**src/verilog/prti_pkg.sv**
```systemverilog
/*
 * prti_pkg: register map, field positions, reset values and carrier structs
 * for the peripheral reset and input type register slice.
 * Assumes a 32-bit APB slave with word-aligned byte addresses.
 */
package prti_pkg;

    ////////////////////////////////////////////////////////////////////////////
    // bus geometry
    localparam int unsigned ADDR_W = 12;
    localparam int unsigned DATA_W = 32;

    ////////////////////////////////////////////////////////////////////////////
    // register byte offsets
    localparam logic [ADDR_W-1:0] PERIPHERAL_RESET_CTRL_OFS = 12'h00C;
    localparam logic [ADDR_W-1:0] PORTA_INPUT_TYPE_OFS      = 12'h030;
    localparam logic [ADDR_W-1:0] PORTB_INPUT_TYPE_OFS      = 12'h034;

    ////////////////////////////////////////////////////////////////////////////
    // reset values
    localparam logic [DATA_W-1:0] PERIPHERAL_RESET_CTRL_RST = 32'h0000_0000;
    localparam logic [DATA_W-1:0] PORTA_INPUT_TYPE_RST      = 32'h0000_0000;
    localparam logic [DATA_W-1:0] PORTB_INPUT_TYPE_RST      = 32'h0000_0000;

    ////////////////////////////////////////////////////////////////////////////
    // peripheral reset bit positions
    localparam int unsigned ANALOG_BLOCK_RESET_BIT   = 30;
    localparam int unsigned AUDIO_SERIAL_RESET_BIT   = 29;
    localparam int unsigned CONVERTER_RESET_BIT      = 28;
    localparam int unsigned COMPARATOR_RESET_BIT     = 22;
    localparam int unsigned PULSE_WIDTH_RESET_BIT    = 20;
    localparam int unsigned CHECKSUM_BLOCK_RESET_BIT = 19;
    localparam int unsigned FILTER_BLOCK_RESET_BIT   = 18;
    localparam int unsigned ASYNC_SERIAL_RESET_BIT   = 16;
    localparam int unsigned SPEAKER_DRIVER_RESET_BIT = 13;
    localparam int unsigned SYNC_SERIAL_RESET_BIT    = 12;
    localparam int unsigned TWO_WIRE_RESET_BIT       = 8;
    localparam int unsigned TIMER_ONE_RESET_BIT      = 7;
    localparam int unsigned TIMER_ZERO_RESET_BIT     = 6;

    // writable bits of the peripheral reset register; all others reserved
    localparam logic [DATA_W-1:0] PERIPHERAL_RESET_MASK = 32'h705D_31C0;

    ////////////////////////////////////////////////////////////////////////////
    // schmitt enable fields
    localparam int unsigned PORTA_PINS         = 16;
    localparam int unsigned PORTB_PINS         = 8;
    localparam int unsigned SCHMITT_ENABLE_LSB = 16;

    ////////////////////////////////////////////////////////////////////////////
    // carriers
    typedef struct packed {
        logic              psel;
        logic              penable;
        logic              pwrite;
        logic [ADDR_W-1:0] paddr;
        logic [DATA_W-1:0] pwdata;
    } prti_apb_req_s;

    typedef struct packed {
        logic              pready;
        logic              pslverr;
        logic [DATA_W-1:0] prdata;
    } prti_apb_rsp_s;

    // one active-high reset line per peripheral block
    typedef struct packed {
        logic analog_block_reset;
        logic audio_serial_reset;
        logic converter_reset;
        logic comparator_reset;
        logic pulse_width_reset;
        logic checksum_block_reset;
        logic filter_block_reset;
        logic async_serial_reset;
        logic speaker_driver_reset;
        logic sync_serial_reset;
        logic two_wire_reset;
        logic timer_one_reset;
        logic timer_zero_reset;
    } prti_periph_rst_s;

endpackage : prti_pkg

```
**src/verilog/prti_regs.sv**
```systemverilog
/*
 * prti_regs: APB register slice holding the software peripheral reset lines
 * and the per-pin schmitt trigger enables of ports A and B.
 * Assumes the single system clock, the active-low asynchronous system reset,
 * and peripherals that take an active-high asynchronous reset from here.
 */
// Design decision made here: the APB interface to the registers.

////////////////////////////////////////////////////////////////////////////////
module prti_regs #(
    parameter int unsigned PA_PINS = prti_pkg::PORTA_PINS,
    parameter int unsigned PB_PINS = prti_pkg::PORTB_PINS
) (
    // clock and reset
    input  wire logic                      clock,
    input  wire logic                      rst_b,
    // apb slave
    input  wire prti_pkg::prti_apb_req_s   apb_req,
    output      prti_pkg::prti_apb_rsp_s   apb_rsp,
    // peripheral reset lines, active high
    output      prti_pkg::prti_periph_rst_s periph_rst,
    // pad schmitt trigger enables, active high
    output      logic [PA_PINS-1:0]        porta_schmitt_enable,
    output      logic [PB_PINS-1:0]        portb_schmitt_enable
);
    import prti_pkg::*;

    localparam logic [DATA_W-1:0] PA_MASK =
        DATA_W'(((64'h1 << PA_PINS) - 64'h1) << SCHMITT_ENABLE_LSB);
    localparam logic [DATA_W-1:0] PB_MASK =
        DATA_W'(((64'h1 << PB_PINS) - 64'h1) << SCHMITT_ENABLE_LSB);

    logic [DATA_W-1:0] peripheral_reset_ctrl_reg;
    logic [DATA_W-1:0] porta_input_type_reg;
    logic [DATA_W-1:0] portb_input_type_reg;
    logic [DATA_W-1:0] prdata_reg;
    logic [DATA_W-1:0] prdata_next;
    logic              wr_en;
    logic              rd_en;
    logic              hit;

    ////////////////////////////////////////////////////////////////////////////
    // bus decode: zero wait state, every access completes in its first
    // access cycle; unmapped offsets answer with pslverr and read zero
    assign wr_en = apb_req.psel && apb_req.penable && apb_req.pwrite;
    assign rd_en = apb_req.psel && !apb_req.penable && !apb_req.pwrite;

    always_comb begin
        hit = 1'b1;
        prdata_next = '0;
        case (apb_req.paddr)
            PERIPHERAL_RESET_CTRL_OFS: prdata_next = peripheral_reset_ctrl_reg;
            PORTA_INPUT_TYPE_OFS:      prdata_next = porta_input_type_reg;
            PORTB_INPUT_TYPE_OFS:      prdata_next = portb_input_type_reg;
            default:                   hit = 1'b0;
        endcase
    end

    assign apb_rsp.pready  = 1'b1;
    assign apb_rsp.pslverr = apb_req.psel && apb_req.penable && !hit;
    assign apb_rsp.prdata  = prdata_reg;

    // read data captured in setup so it comes from a flip-flop in access
    always_ff @(posedge clock or negedge rst_b) begin
        if (!rst_b) begin
            prdata_reg <= '0;
        end else if (rd_en) begin
            prdata_reg <= prdata_next;
        end
    end

    ////////////////////////////////////////////////////////////////////////////
    // peripheral reset register: level-held, software sets and clears
    always_ff @(posedge clock or negedge rst_b) begin
        if (!rst_b) begin
            peripheral_reset_ctrl_reg <= PERIPHERAL_RESET_CTRL_RST;
        end else if (wr_en && apb_req.paddr == PERIPHERAL_RESET_CTRL_OFS) begin
            // no auto-return: the line holds until a 0 is written
            peripheral_reset_ctrl_reg <= apb_req.pwdata & PERIPHERAL_RESET_MASK;
        end
    end

    ////////////////////////////////////////////////////////////////////////////
    // schmitt enable registers
    always_ff @(posedge clock or negedge rst_b) begin
        if (!rst_b) begin
            porta_input_type_reg <= PORTA_INPUT_TYPE_RST;
        end else if (wr_en && apb_req.paddr == PORTA_INPUT_TYPE_OFS) begin
            porta_input_type_reg <= apb_req.pwdata & PA_MASK;
        end
    end

    always_ff @(posedge clock or negedge rst_b) begin
        if (!rst_b) begin
            portb_input_type_reg <= PORTB_INPUT_TYPE_RST;
        end else if (wr_en && apb_req.paddr == PORTB_INPUT_TYPE_OFS) begin
            portb_input_type_reg <= apb_req.pwdata & PB_MASK;
        end
    end

    ////////////////////////////////////////////////////////////////////////////
    // outputs straight from register bits; the peripherals treat these as
    // asynchronous resets, so no logic sits between flop and line to glitch
    assign periph_rst.analog_block_reset   =
        peripheral_reset_ctrl_reg[ANALOG_BLOCK_RESET_BIT];
    assign periph_rst.checksum_block_reset =
        peripheral_reset_ctrl_reg[CHECKSUM_BLOCK_RESET_BIT];
    assign periph_rst.filter_block_reset   =
        peripheral_reset_ctrl_reg[FILTER_BLOCK_RESET_BIT];
    assign periph_rst.speaker_driver_reset =
        peripheral_reset_ctrl_reg[SPEAKER_DRIVER_RESET_BIT];
    // remaining peripheral lines
    assign periph_rst.audio_serial_reset   =
        peripheral_reset_ctrl_reg[AUDIO_SERIAL_RESET_BIT];
    assign periph_rst.converter_reset      =
        peripheral_reset_ctrl_reg[CONVERTER_RESET_BIT];
    assign periph_rst.comparator_reset     =
        peripheral_reset_ctrl_reg[COMPARATOR_RESET_BIT];
    assign periph_rst.pulse_width_reset    =
        peripheral_reset_ctrl_reg[PULSE_WIDTH_RESET_BIT];
    assign periph_rst.async_serial_reset   =
        peripheral_reset_ctrl_reg[ASYNC_SERIAL_RESET_BIT];
    assign periph_rst.sync_serial_reset    =
        peripheral_reset_ctrl_reg[SYNC_SERIAL_RESET_BIT];
    assign periph_rst.two_wire_reset       =
        peripheral_reset_ctrl_reg[TWO_WIRE_RESET_BIT];
    assign periph_rst.timer_one_reset      =
        peripheral_reset_ctrl_reg[TIMER_ONE_RESET_BIT];
    assign periph_rst.timer_zero_reset     =
        peripheral_reset_ctrl_reg[TIMER_ZERO_RESET_BIT];

    // pin n enable is field bit n
    assign porta_schmitt_enable =
        porta_input_type_reg[SCHMITT_ENABLE_LSB +: PA_PINS];
    assign portb_schmitt_enable =
        portb_input_type_reg[SCHMITT_ENABLE_LSB +: PB_PINS];

endmodule // prti_regs

```
**config.mk**
```make
export PLATFORM = sky130hd
export DESIGN_NAME = prti_regs
export DESIGN_NICKNAME = d
export VERILOG_FILES = /design/src/verilog/prti_pkg.sv /design/src/verilog/prti_regs.sv
export SDC_FILE = /design/constraint.sdc
export NUM_CORES = 1
export LEC_CHECK = 0
export BUFFER_PORTS_ARGS = -buffer_cell sky130_fd_sc_hd__buf_2
export CORE_MARGIN = 2
export CORE_UTILIZATION = 49
export DETAILED_ROUTE_END_ITERATION = 8
export PLACE_DENSITY = 0.9
export SLEW_MARGIN = 10
export SYNTH_ARGS = -nofsm -noshare
export SYNTH_HDL_FRONTEND = slang
export SYNTH_SLANG_ARGS = --single-unit
```
**constraint.sdc**
```tcl
create_clock -name clock -period 3.1 [get_ports clock]
set_input_delay 0.465 -clock clock [delete_from_list [all_inputs] [get_ports clock]]
set_output_delay 0.465 -clock clock [all_outputs]
set_load 0.02 [all_outputs]
```
Word level (Yosys, flattened, before mapping)
Cells that the tools add are included.

Flip-flop bits (word level): 69. Input bits: 49. Output and inout bits: 71.

Equal/unequal tests: 3. Muxes and demuxes: 2. Reductions and logical operators: 12.

Operators by type and width (number): $pmux W32 S3 (1); $eq A12 B6 Y1 const B (2); $eq A12 B4 Y1 const B (1); $logic_and A1 B1 Y1 (8); $logic_not A1 Y1 (3); $reduce_or A3 Y1 (1); $mux W1 (1).

Longest topological paths before layout
Depth in word-level cells: 5. Gate-level depth with buffers: 5. Mapped depth without buffers: 3.

Least setup slack after synthesis
OpenSTA, ideal clock, no wires.

Kind: input to output. From: input port apb_req[36] in the netlist's numbering. To: output port apb_rsp[32] in the netlist's numbering. Data arrival time: 1.479 ns. Data required time: 2.635 ns. Slack: 1.156 ns. Stages on the path: 4. Path buffers: 1. Cell sequence: nor4bb_1 buf_2 nor2_1 o211a_1.

RTL lines: start, declared (line prti_regs.sv:18) `input wire prti_pkg::prti_apb_req_s apb_req,`; end, declared (line prti_regs.sv:19) `output prti_pkg::prti_apb_rsp_s apb_rsp,`.

==> flow_summary.yaml <==
critical_path:
  cp.depth: 5
  cpPeakStageDelay_ns: 0.58
  end_kind: "output pin"
  cp_common_cell: "buf_2"
  start_kind: "input pin"
  crit_buf_inv: 2
  rrSetupSlack_ns: 2.03
  cp.required_ns: 2.63
  crit-reg2reg-launch: "portb_input_type_reg[20]"
  worstRegToRegCells: 3
  cp_cell_sequence: "buf_2 -> nor4_4 -> nand2_1 -> o211a_1 -> buf_2"
  cp.arrival_ns: 1.83
  cp_max_fo: 9
  slowest_stage: "nor4_4"
  path_class: "in2out"
  critPathTopFamily: "simple AND/OR/NAND/NOR gates"
  r2r_end: "prdata_reg[20]"
final_layout:
  nets: 356
  largest_reg_flops: 21
  syn2layout_area_growth_pct: 25.4
  layout_common_cells: "buf_2 (96), dfrtp_1 (58), nand2_1 (32), mux2_2 (32), o21ai_0 (15)"
  layout_commonest_cell: "buf_2"
  num_antenna_cells: 0
  nFillCells: 428
  layout-drive-gt1-share: 0.485
  final_cells: 379
  finish.instance_area_sq_um: 3270
pwr:
  peakVddDrop_mv: 0.275
  leakage_nw: 1.82
  power_density_nw_per_um2: 436
place:
  portBuffers: 96
  gp_congestion: 0.710
  dp_hpwl_mm: 4.33
  post_dp_cell_area_sq_um: 3110
  pre_cts_slack_ns: 0.779
  numPlacedInstances: 366
sta:
  layout_min_cycle_time_ns: 2.29
  slew_violations: 0
  rsz0062_at_grt: "false"
  clock.fmax_ghz: 0.436
  hold_violations: 0
  timing.final.crit_share: 0.740
  setup_tns_ns: 0
  fin_ws_ns: 0.806
  slew_headroom: 0.453
  setup_viol: 0
  skew_ns: 0.00724
  worst_pin_slew_ns: 0.821
clocking:
  cts_inserted_buffers: 9
  clkSinkCount: 58
  cts_tree: "yes"
  h-tree-depth: 3
  post_cts_resize_count: 0
  clkLatencyLatePin_ns: 0.32
  cts_buffer_depth: 2
  root_buffer: "clkbuf_8"
  postCtsSetupBuffers: 0
  hold_buffers: 0
  clkTransAtPathRegs_ns: 0.06
global_route:
  grt-ovfl-total: 0
  antenna_found_initial: 0
  grt_pass1_vias: 1965
  grt_max_degree: 39
  grt_pass1_wl_mm: 9.73
  track_usage: 0.215
run:
  max_cap_viol_count: 0
floorplanning:
  rows: 26
  die-area_sq_um: 5920
  core_sq_um: 5110
  dieWidth_um: 76.9
  ios: 120
  start_util: 0.510
  die_h_um: 76.9
drt:
  wl_per_cell_um: 16.0
  viasPerCell: 5.11
  drtIter0Drc: 69
  dr_total_vias: 1936
  ant_nets: 0
  drt_wl_total_mm: 6.05
  drc: 0
  first_pass_iters: 4
yosys:
  ys_seq_area_frac: 0.557
  ys_warn_count: 0
  netlist_instances: 208
  ys_types: 30
  synthesis.area_sq_um: 2600
  ys_ff_latch: 58
  syn_area_per_cell_sq_um: 12.5
hold_path:
  worstHoldPathType: "in2async"
run_status:
  outcome: "finished, final reports clean"
cells in the mapped netlist:
library cell / number / area [sq um]
buf_6: 2 / 22.5
mux2i_1: 3 / 30.0
nor3b_1: 1 / 7.51
nand2_1: 32 / 120
mux2_1: 10 / 113
and4b_1: 1 / 10.0
nor2_1: 1 / 3.75
nand4_2: 1 / 12.5
inv_1: 1 / 3.75
and3b_1: 1 / 8.76
or3b_2: 1 / 8.76
and3_1: 1 / 6.26
dfrtp_1: 58 / 1450
clkbuf_1: 6 / 22.5
nor4bb_1: 2 / 20.0
nand3_1: 3 / 15.0
o2111ai_1: 1 / 8.76
nand4_4: 1 / 21.3
buf_2: 2 / 10.0
o21ai_0: 15 / 75.1
a22oi_1: 5 / 37.5
o211a_1: 1 / 10.0
conb_1: 2 / 7.51
o31ai_1: 6 / 45.0
and4_1: 1 / 8.76
a32oi_1: 3 / 26.3
nand4_1: 1 / 6.26
buf_4: 12 / 90.1
mux2_2: 32 / 360
nor4_4: 2 / 42.5
metal layers:
| metal | vias up | share of wire | track usage | wire, um |
|---|---|---|---|---|
| met5 | - | 0 | 0 | 0 |
| met4 | 0 | 0.013 | 0.0945 | 77 |
| li1 | 914 | - | - | - |
| met2 | 75 | 0.51 | 0.370 | 3090 |
| met1 | 940 | 0.42 | 0.258 | 2530 |
| met3 | 7 | 0.059 | 0.0494 | 356 |
kinds of logic after synthesis:
group                  Yosys count  synth area share
buffers and inverters           23            0.0572
multiplexers                    45             0.193
AND/OR/NAND/NOR                 49             0.112
other                            2           0.00288
AO/OA/AOI/OAI                   31            0.0778
flip-flops                      58             0.557
metrics by stage:
step                      hold WS, ns  total power (W)  utilization
after floorplan                 0.169         0.000818            -
final                           0.235          0.00142        0.639
after global routing            0.288          0.00149        0.639
after CTS                       0.250          0.00144        0.639
after global placement          0.458         0.000858        0.608
after detailed placement        0.469         0.000861        0.608
how the worst max path moves through the flow:
stage	from	endpoint
detailed placement	apb_req[41]	peripheral_reset_ctrl_reg[7]
CTS	apb_req[41]	apb_rsp[32]
global route	apb_req[33]	apb_rsp[32]
floorplan	apb_req[36]	apb_rsp[32]
global placement	apb_req[41]	peripheral_reset_ctrl_reg[13]
finish	apb_req[33]	apb_rsp[32]
power by group:
part | leakage [nW] | switching [W] | internal (W)
sequential | 0.811 | 0.000000426 | 0.000758
clock | 0.0815 | 0.000256 | 0.000321
combinational | 0.927 | 0.0000605 | 0.0000277
total | 1.82 | 0.000317 | 0.00111
layout make-up:
type / instances / area (sq um) / share of cell area
Multi-Input combinational cell: 137 / 1050 / 0.323
Tap cell: 70 / 87.6 / 0.0268
Clock buffer: 13 / 159 / 0.0487
Inverter: 1 / 3.75 / 0.00115
Sequential cell: 58 / 1450 / 0.444
Timing Repair Buffer: 100 / 510 / 0.156
Note: power is estimated with default switching activity, not from simulation.
